**src/rtl/ttd_pkg.sv**
```systemverilog
package ttd_pkg;

	// ----------------------------------------------------------------
	// clock rates and time figures
	// ----------------------------------------------------------------
	localparam int SYS_CLK_MHZ = 50;
	// machine clock, kHz
	localparam int MACHINE_CLK_KHZ = 40080;
	// readout crystal, kHz
	localparam int CRYSTAL_CLK_KHZ = 40000;
	// offset between the two processor clocks, ps
	localparam int PHASE_OFFSET_PS = 1560;
	// serialiser resync budget, ns
	localparam int SER_LAT_NS = 50;
	// processor resync plus algorithm budget, ns
	localparam int CP_LAT_NS = 165;

	// least time rounds up, never below one cycle
	localparam int PHASE_OFFSET_CYC_RAW = (PHASE_OFFSET_PS * SYS_CLK_MHZ + 999999) / 1000000;
	localparam int PHASE_OFFSET_CYC = (PHASE_OFFSET_CYC_RAW < 1) ? 1 : PHASE_OFFSET_CYC_RAW;
	// longest times round down, never below one cycle
	localparam int SER_LAT_CYC_RAW = (SER_LAT_NS * SYS_CLK_MHZ) / 1000;
	localparam int SER_LAT_CYC = (SER_LAT_CYC_RAW < 1) ? 1 : SER_LAT_CYC_RAW;
	localparam int CP_LAT_CYC_RAW = (CP_LAT_NS * SYS_CLK_MHZ) / 1000;
	localparam int CP_LAT_CYC = (CP_LAT_CYC_RAW < 1) ? 1 : CP_LAT_CYC_RAW;

	// ----------------------------------------------------------------
	// counters, depths and reset values
	// ----------------------------------------------------------------
	localparam int BC_WIDTH = 12;
	localparam int PIPE_DEPTH = 128;
	localparam int PIPE_CNT_WIDTH = 7;
	localparam logic [BC_WIDTH-1:0] BC_RESET_VAL = 12'h000;
	localparam logic [PIPE_CNT_WIDTH-1:0] PIPE_RESET_VAL = 7'h00;
	localparam int CP_FANOUT_PHASES = 3;
	localparam int CAPTURE_PHASES = 4;
	localparam int CMD_WIDTH = 8;
	// broadcast code that starts serialiser playback in test mode
	localparam logic [CMD_WIDTH-1:0] CMD_PLAYBACK = 8'h01;

	// ----------------------------------------------------------------
	// carriers
	// ----------------------------------------------------------------
	typedef struct packed {
		logic accept;
		logic bcReset;
		logic pipeReset;
	} ttd_strobes_t;

	typedef struct packed {
		logic valid;
		logic [CMD_WIDTH-1:0] code;
		logic [CMD_WIDTH-1:0] data;
	} ttd_cmd_t;

endpackage

```
**src/rtl/ttd_timing_dist.sv**
```systemverilog
`timescale 1ns/1ps
`default_nettype none


module ttd_timing_dist
	import ttd_pkg::*;
#(
	parameter int NUM_CP_INPUTS = 8,
	parameter int FIFO_DEPTH = PIPE_DEPTH,
	parameter int FIFO_AW = PIPE_CNT_WIDTH
) (
	input wire logic sys_clk,
	input wire logic sys_rst,
	input wire logic deskewedClockA,
	input wire logic deskewedClockB,
	input wire logic crystalClk,
	input wire logic level1Accept,
	input wire logic bunchCounterReset,
	input wire logic pipelineReadoutCounterReset,
	input wire logic broadcastStrobe,
	input wire logic [CMD_WIDTH-1:0] broadcastCmd,
	input wire logic [CMD_WIDTH-1:0] timingData,
	input wire logic testMode,
	input wire logic [2*NUM_CP_INPUTS-1:0] phaseSelect,
	output logic tickA,
	output logic tickB,
	output logic rxClkEn,
	output logic [NUM_CP_INPUTS-1:0] captureEn,
	output logic [CP_FANOUT_PHASES-1:0] cpPhaseEn,
	output logic [BC_WIDTH-1:0] bunchCount,
	output logic [PIPE_CNT_WIDTH-1:0] pipelineCount,
	output logic pipeResetRoc,
	output logic pipeResetSer,
	output logic pipeResetCp,
	output logic daqReadoutStart,
	output logic roiReadoutStart,
	output logic playbackStart,
	output ttd_cmd_t busCmd,
	output logic tagValid,
	output logic [BC_WIDTH-1:0] tagWord,
	output logic fifoOverflow,
	output logic serDone,
	output logic cpDone
);

	// ----------------------------------------------------------------
	// pin synchronisers
	// ----------------------------------------------------------------
	localparam int NSYNC = 7;
	// first stage, read only by second stage
	logic [NSYNC-1:0] syncA_q;
	// second stage, safe to use
	logic [NSYNC-1:0] syncB_q;
	// previous value for edge finding
	logic [NSYNC-1:0] syncPrev_q;
	logic [NSYNC-1:0] pinsIn;
	logic [NSYNC-1:0] rise;

	assign pinsIn = {broadcastStrobe, pipelineReadoutCounterReset, bunchCounterReset,
		level1Accept, crystalClk, deskewedClockB, deskewedClockA};
	assign rise = syncB_q & ~syncPrev_q;

	// two flops per pin, third flop only for edges
	always_ff @(posedge sys_clk) begin
		if (sys_rst) begin
			syncA_q <= '0;
			syncB_q <= '0;
			syncPrev_q <= '0;
		end else begin
			syncA_q <= pinsIn;
			syncB_q <= syncA_q;
			syncPrev_q <= syncB_q;
		end
	end

	// broadcast payloads are held stable by the receiver around its strobe
	logic [CMD_WIDTH-1:0] cmdSyncA_q, cmdSyncB_q, dataSyncA_q, dataSyncB_q;
	always_ff @(posedge sys_clk) begin
		if (sys_rst) begin
			cmdSyncA_q <= '0;
			cmdSyncB_q <= '0;
			dataSyncA_q <= '0;
			dataSyncB_q <= '0;
		end else begin
			cmdSyncA_q <= broadcastCmd;
			cmdSyncB_q <= cmdSyncA_q;
			dataSyncA_q <= timingData;
			dataSyncB_q <= dataSyncA_q;
		end
	end

	// ----------------------------------------------------------------
	// machine clock ticks
	// ----------------------------------------------------------------
	// ticks from clock edges
	logic tickAEv, tickBEv, xtalTick;
	assign tickAEv = rise[0];
	assign tickBEv = rise[1];
	assign xtalTick = rise[2];

	// strobes are taken straight from their synchronised rising edges, not gated by any tick
	ttd_strobes_t strb;
	assign strb.accept = rise[3];
	assign strb.bcReset = rise[4];
	assign strb.pipeReset = rise[5];

	assign tickA = tickAEv;
	assign tickB = tickBEv;
	assign rxClkEn = tickAEv;

	// ----------------------------------------------------------------
	// capture phases for the processors
	// ----------------------------------------------------------------
	// tick B and its two delayed copies give the three fan-out phases; tick A, its
	// delayed copies and one delayed tick B give the four capture phases
	logic [CP_FANOUT_PHASES-1:0] tickBDly_q;
	logic tickADly_q;
	logic [PHASE_OFFSET_CYC-1:0] offsetDly_q;
	always_ff @(posedge sys_clk) begin
		if (sys_rst) begin
			tickBDly_q <= '0;
			tickADly_q <= 1'b0;
			offsetDly_q <= '0;
		end else begin
			tickBDly_q <= {tickBDly_q[CP_FANOUT_PHASES-2:0], tickBEv};
			tickADly_q <= tickAEv;
			offsetDly_q <= PHASE_OFFSET_CYC'({offsetDly_q, tickAEv});
		end
	end

	assign cpPhaseEn = {tickBDly_q[1:0], tickBEv};

	logic [CAPTURE_PHASES-1:0] capPhase;
	assign capPhase = {tickBDly_q[0], tickADly_q, offsetDly_q[PHASE_OFFSET_CYC-1], tickAEv};

	genvar gi;
	generate
		for (gi = 0; gi < NUM_CP_INPUTS; gi++) begin : g_cap
			assign captureEn[gi] = capPhase[phaseSelect[2*gi +: 2]];
		end
	endgenerate

	// ----------------------------------------------------------------
	// latency budget timers
	// ----------------------------------------------------------------
	logic [SER_LAT_CYC-1:0] serDly_q;
	logic [CP_LAT_CYC-1:0] cpDly_q;
	// data advance strobes, fire within the stage budgets
	always_ff @(posedge sys_clk) begin
		if (sys_rst) begin
			serDly_q <= '0;
			cpDly_q <= '0;
		end else begin
			serDly_q <= SER_LAT_CYC'({serDly_q, tickAEv});
			cpDly_q <= CP_LAT_CYC'({cpDly_q, tickBEv});
		end
	end
	assign serDone = serDly_q[SER_LAT_CYC-1];
	assign cpDone = cpDly_q[CP_LAT_CYC-1];

	// ----------------------------------------------------------------
	// bunch and pipeline counters
	// ----------------------------------------------------------------
	logic [BC_WIDTH-1:0] bunchCount_q;
	// reset wins over the tick so a clear is never lost
	always_ff @(posedge sys_clk) begin
		if (sys_rst) begin
			bunchCount_q <= BC_RESET_VAL;
		end else if (strb.bcReset) begin
			bunchCount_q <= BC_RESET_VAL;
		end else if (tickAEv) begin
			bunchCount_q <= bunchCount_q + 12'h001;
		end
	end
	assign bunchCount = bunchCount_q;

	logic [PIPE_CNT_WIDTH-1:0] pipeCount_q;
	// wraps every 128 ticks, realigned by the pipeline reset
	always_ff @(posedge sys_clk) begin
		if (sys_rst) begin
			pipeCount_q <= PIPE_RESET_VAL;
		end else if (strb.pipeReset) begin
			pipeCount_q <= PIPE_RESET_VAL;
		end else if (tickAEv) begin
			pipeCount_q <= pipeCount_q + 7'h01;
		end
	end
	assign pipelineCount = pipeCount_q;

	always_ff @(posedge sys_clk) begin
		if (sys_rst) begin
			pipeResetRoc <= 1'b0;
			pipeResetSer <= 1'b0;
			pipeResetCp <= 1'b0;
		end else begin
			pipeResetRoc <= strb.pipeReset;
			pipeResetSer <= strb.pipeReset;
			pipeResetCp <= strb.pipeReset;
		end
	end

	// ----------------------------------------------------------------
	// accept handling and broadcast commands
	// ----------------------------------------------------------------
	// start both readouts
	always_ff @(posedge sys_clk) begin
		if (sys_rst) begin
			daqReadoutStart <= 1'b0;
			roiReadoutStart <= 1'b0;
		end else begin
			daqReadoutStart <= strb.accept;
			roiReadoutStart <= strb.accept;
		end
	end

	always_ff @(posedge sys_clk) begin
		if (sys_rst) begin
			busCmd <= '0;
		end else begin
			busCmd.valid <= rise[6];
			if (rise[6]) begin
				busCmd.code <= cmdSyncB_q;
				busCmd.data <= dataSyncB_q;
			end
		end
	end

	always_ff @(posedge sys_clk) begin
		if (sys_rst) begin
			playbackStart <= 1'b0;
		end else begin
			playbackStart <= rise[6] && testMode && (cmdSyncB_q == CMD_PLAYBACK);
		end
	end

	// ----------------------------------------------------------------
	// retiming FIFO toward the crystal-timed readout link
	// ----------------------------------------------------------------
	typedef enum {RD_IDLE, RD_FETCH, RD_SEND} ttd_rd_state_t;
	ttd_rd_state_t rdState_q;
	logic [FIFO_AW:0] wrPtr_q, rdPtr_q;
	logic fifoFull, fifoEmpty, wrEn, rdEn;
	logic [BC_WIDTH-1:0] memRdData;

	assign fifoEmpty = (wrPtr_q == rdPtr_q);
	assign fifoFull = (wrPtr_q[FIFO_AW] != rdPtr_q[FIFO_AW])
		&& (wrPtr_q[FIFO_AW-1:0] == rdPtr_q[FIFO_AW-1:0]);
	assign wrEn = strb.accept && !fifoFull;
	assign rdEn = (rdState_q == RD_IDLE) && xtalTick && !fifoEmpty;

	ttd_fifo_mem #(
		.WIDTH(BC_WIDTH),
		.DEPTH(FIFO_DEPTH),
		.AW(FIFO_AW)
	) u_mem (
		.sys_clk(sys_clk),
		.wrEn(wrEn),
		.wrAddr(wrPtr_q[FIFO_AW-1:0]),
		.wrData(bunchCount_q),
		.rdEn(rdEn),
		.rdAddr(rdPtr_q[FIFO_AW-1:0]),
		.rdData(memRdData)
	);

	// pointers, one per side of the store
	always_ff @(posedge sys_clk) begin
		if (sys_rst) begin
			wrPtr_q <= '0;
			rdPtr_q <= '0;
		end else begin
			if (wrEn) begin
				wrPtr_q <= wrPtr_q + 1'b1;
			end
			if (rdEn) begin
				rdPtr_q <= rdPtr_q + 1'b1;
			end
		end
	end

	always_ff @(posedge sys_clk) begin
		if (sys_rst) begin
			fifoOverflow <= 1'b0;
		end else if (strb.accept && fifoFull) begin
			fifoOverflow <= 1'b1;
		end
	end

	// read side paced by crystal ticks, one tag per crystal period
	always_ff @(posedge sys_clk) begin
		if (sys_rst) begin
			rdState_q <= RD_IDLE;
			tagValid <= 1'b0;
			tagWord <= '0;
		end else begin
			tagValid <= 1'b0;
			case (rdState_q)
				RD_IDLE: begin
					if (rdEn) begin
						rdState_q <= RD_FETCH;
					end
				end
				RD_FETCH: begin
					// memory output settles this cycle
					rdState_q <= RD_SEND;
				end
				RD_SEND: begin
					tagValid <= 1'b1;
					tagWord <= memRdData;
					rdState_q <= RD_IDLE;
				end
				default: begin
					rdState_q <= RD_IDLE;
				end
			endcase
		end
	end

endmodule

`default_nettype wire

```
**src/rtl/ttd_fifo_mem.sv**
```systemverilog
`timescale 1ns/1ps
`default_nettype none

// ----------------------------------------------------------------
// simple dual-port store with registered read data
// ----------------------------------------------------------------
module ttd_fifo_mem #(
	parameter int WIDTH = 12,
	parameter int DEPTH = 128,
	parameter int AW = 7
) (
	input wire logic sys_clk,
	input wire logic wrEn,
	input wire logic [AW-1:0] wrAddr,
	input wire logic [WIDTH-1:0] wrData,
	input wire logic rdEn,
	input wire logic [AW-1:0] rdAddr,
	output logic [WIDTH-1:0] rdData
);

	// storage array, no reset so it maps to block ram
	logic [WIDTH-1:0] mem [DEPTH];

	// write port
	always_ff @(posedge sys_clk) begin
		if (wrEn) begin
			mem[wrAddr] <= wrData;
		end
	end

	// read port, data valid the cycle after rdEn
	always_ff @(posedge sys_clk) begin
		if (rdEn) begin
			rdData <= mem[rdAddr];
		end
	end

endmodule

`default_nettype wire

```
**config.mk**
```make
export PLATFORM = sky130hd
export DESIGN_NAME = ttd_timing_dist
export DESIGN_NICKNAME = d
export VERILOG_FILES = /design/src/rtl/ttd_pkg.sv /design/src/rtl/ttd_timing_dist.sv /design/src/rtl/ttd_fifo_mem.sv
export SDC_FILE = /design/constraint.sdc
export NUM_CORES = 2
export LEC_CHECK = 0
export BUFFER_PORTS_ARGS = -buffer_cell sky130_fd_sc_hd__buf_2
export CAP_MARGIN = 20
export CORE_ASPECT_RATIO = 1.4
export CORE_MARGIN = 1
export CORE_UTILIZATION = 55
export CTS_CLUSTER_SIZE = 8
export DETAILED_ROUTE_END_ITERATION = 10
export PLACE_DENSITY = 0.79
export SYNTH_ARGS = -nofsm -noshare
export SYNTH_HDL_FRONTEND = slang
export SYNTH_SLANG_ARGS = --single-unit
```
**constraint.sdc**
```tcl
create_clock -name sys_clk -period 4 [get_ports sys_clk]
set_clock_uncertainty 0.15 [all_clocks]
set_input_delay 0.4 -clock sys_clk [delete_from_list [all_inputs] [get_ports sys_clk]]
set_output_delay 0.4 -clock sys_clk [all_outputs]
set_load 0.01 [all_outputs]
```
==> summary.txt <==
Flow run
  – MaxCap Viol Count: 0

Logic synthesis
  – FFs w/ async S/R, synth: 0%
  – Post-synth EDFFs: 1,548
  – Synth Flop Type: edfxtp_1
  – Syn_nets: 3,359
  – Top cell type's share of synthesized area: a little under three quarters
  – Yosys cell types: 60
  – Leading area contributor after synthesis: edfxtp_1
  – Post-synthesis sequential area ratio: 76.0%
  – Yosys reg bits: 1,682
  – Most frequent cell after synthesis: edfxtp_1
  – Mapped Area: between 60,000 and 70,000 sq um
  – Mean Syn Cell Area: approximately 20 sq um
  – Synth top cells by count: edfxtp_1 (1,548), mux4_2 (306), nor2_1 (178), dfxtp_1 (134), mux2i_1 (131)
  – Yosys warns: 0
  – Cell count after synthesis: around 3,300
  – Top post-synthesis cells by area: edfxtp_1 (72%), mux4_2 (11%), dfxtp_1 (4.1%)

Detailed routing
  – Initial DRC Count: 4,569
  – WL/cell: roughly 32 microns
  – Vias: 35,372
  – DRC violations left: 0
  – Via density: ~6.7
  – Drt pass-1 iters: 6
  – Final WL: 171 mm
  – DRT antenna net count: 0

Critical path
  – R2R cell count: 6
  – Critical Path Start: rdPtr_q[1]
  – FF-to-FF setup slack: roughly 0.29 ns
  – Worst setup EP type: flip-flop
  – Critical path required time: 4.38 ns
  – Critical path arrival: between 4 and 5 ns
  – CP delay by family, top: simple AND/OR/NAND/NOR gates
  – Setup CP Type: reg -> reg
  – WP depth: 6
  – End of the critical path: u_mem.rdData[2]
  – Critical Path Fanout Max: ~130
  – Crit path buf inv count: 1
  – Slowest CP cell: nor4_1
  – Setup crit start kind: flip-flop
  – Cell breakdown of the critical path: buf_12 -> nand2b_1 -> o22ai_1 -> nor3_1 -> nor4_1 -> a22oi_1
  – Worst path max stage delay: 0.88 ns
  – Reg-to-reg endpoint: u_mem.rdData[2]
  – Reg2reg start: rdPtr_q[1]

Timing
  – Hold slack final: 0.179 ns
  – Setup violations, final: 0
  – Pins Over Slew Limit: 0
  – Setup TNS: 0 ns
  – Tightest Pin Transition: roughly 1.2 ns
  – Period Utilization, post-route: 92.7%
  – Count of final hold-check violations: 0
  – RSZ-0062 raised after global routing: no
  – Fmax: 0.270 GHz
  – Max transition margin: between 10% and 20%
  – Fin crit period: 3.71 ns

Layout
  – Area growth syn-to-layout: 15.3%
  – Finished Layout Cells: 5,317
  – Fin nets: between 3,000 and 4,000
  – Final core occ: 64.1%
  – Ratio of cells with drive above 1 in the final layout: around a quarter

Floorplan
  – Starting Density: 55.5%
  – Die area: between 100,000 and 150,000 sq um
  – Area of the core: 116,000 sq um
  – Ports: 114
  – Die Ht: around 410 microns
  – Die W: 292 microns
  – Row cnt: 148

Clock tree
  – CTS tree: yes
  – Cts bufs inserted: 228
  – Worst-Skew Late Latency: 0.84 ns
  – Clock sinks: 1,682
  – Root Buffer: clkbuf_16
  – Longest Clk Path Bufs: 3
  – H-Tree Depth: 4
  – Clock-pin slew on the worst setup and hold paths: 0.06 ns

Power
  – Pwr per Cell Area: ~490 nW/um^2
  – Total leakage power: 24.0 nW
  – Total Power: 0.0366 W
  – Peak VDD IR: approximately 0.35 mV

Place
  – Dpl hpwl: around 100 mm
  – Gpl congestion: around 0.95
  – I/O Buffers: 113
  – Post-Place Cells: approximately 5,000

GRT
  – Vias in the first global route: 36,041
  – First-pass GRT wire length: ~250 mm
  – Largest net degree at the start of global routing: 129
  – Total track usage: 28.9%
  – Antenna violations before repair: 4
  – Met3 Use GR: 7.05%
  – GR Util met2: a little under half
  – M1 GR Usage: approximately 33%
  – Grt ovf: 0
  – Grt peak-use layer: met2

Outcome
  – Status: complete, no violations

Worst hold path
  – Worst Hold Class: in -> reg
==> final cells by class <==
type                            count  area, sq um
Antenna cell                        2         5.00
Sequential cell                  1682        49200
Fill cell                        7286        41900
Timing Repair Buffer              388         2880
Clock inverter                     13          218
Multi-Input combinational cell   1417        14300
Inverter                            7         26.3
Tap cell                         1500         1880
Clock buffer                      308         6050
==> through the flow <==
stage	setup WS [ns]	instance area, sq um
floorplan	0.595	64700
global placement	0.373	68000
detailed placement	0.339	68000
CTS	0.287	74600
global route	0.237	74600
finish	0.292	74600
==> timing repair <==
action,CTS,global route
hold buffers,27,0
endpoints found under the hold margin,29,0
buffers inserted,0,0
resized for setup,0,0
==> logic make-up (layout without fill, tap and decap cells) <==
group / count (synthesis) / after routing / share of synthesized area, %
other: 0 / 2 / 0
xor gates and xnor gates: 31 / 31 / 0.420
DFF: 1682 / 1682 / 76.0
and+or+nand+nor: 550 / 550 / 4.20
muxes: 499 / 499 / 13.8
AOI/OAI and AO/OA: 333 / 333 / 3.67
buffers and inverters: 214 / 716 / 1.88
adders and majority gates: 4 / 4 / 0.0774
==> worst min-delay path, cell delays in order <==
cell and delay (ns):
dlygate4sd3_1 0.52, buf_2 0.09, nor2b_1 0.11
==> worst min-delay path by stage <==
stage,start,to,slack [ns],cells past startpoint
2_1_floorplan,syncPrev_q[0],serDly_q[0],0.23,1
5_1_grt,timingData[0],dataSyncA_q[0],0.17,3
3_5_place_dp,syncPrev_q[0],serDly_q[0],0.25,1
3_3_place_gp,syncPrev_q[0],serDly_q[0],0.24,1
4_1_cts,timingData[6],dataSyncA_q[6],0.15,3
6_report,timingData[0],dataSyncA_q[0],0.18,3
==> cell usage in the layout, fill, tap and decap left out, types with 19 or more instances in the layout <==
cell / n
dfxtp_1: 118
dlygate4sd3_1: 27
clkbuf_1: 78
a211oi_1: 52
a22o_1: 23
nand2_1: 110
a22oi_1: 26
mux2_2: 62
nor2_1: 176
clkbuf_16: 230
xor2_1: 19
nor2b_1: 115
edfxtp_1: 1548
mux2i_1: 131
nor3_1: 34
mux4_2: 306
o221ai_1: 31
buf_2: 112
buf_4: 232
nand3_1: 20
o22ai_1: 65
a21oi_1: 65
==> sequential cells by signal (all words and copies together), names as in the netlist, 12 cells and up <==
signal        count
u_mem.mem      1536
busCmd           17
tagWord          12
u_mem.rdData     12
bunchCount       12
==> metal layers <==
metal	vias to the layer above	routed length, microns
li1	14239	-
met1	17927	55200
met2	2614	85000
met3	592	17200
met4	0	13300
met5	-	0
==> power by group <==
part	total, W	internal, W	leakage, nW	switching [W]
Clock	0.0172	0.0103	3.02	0.00692
Combinational	0.000343	0.000149	5.54	0.000194
Sequential	0.0190	0.0190	15.4	0.0000265
Total	0.0366	0.0295	24.0	0.00714
No activity file was read; power rests on OpenSTA's default activity.
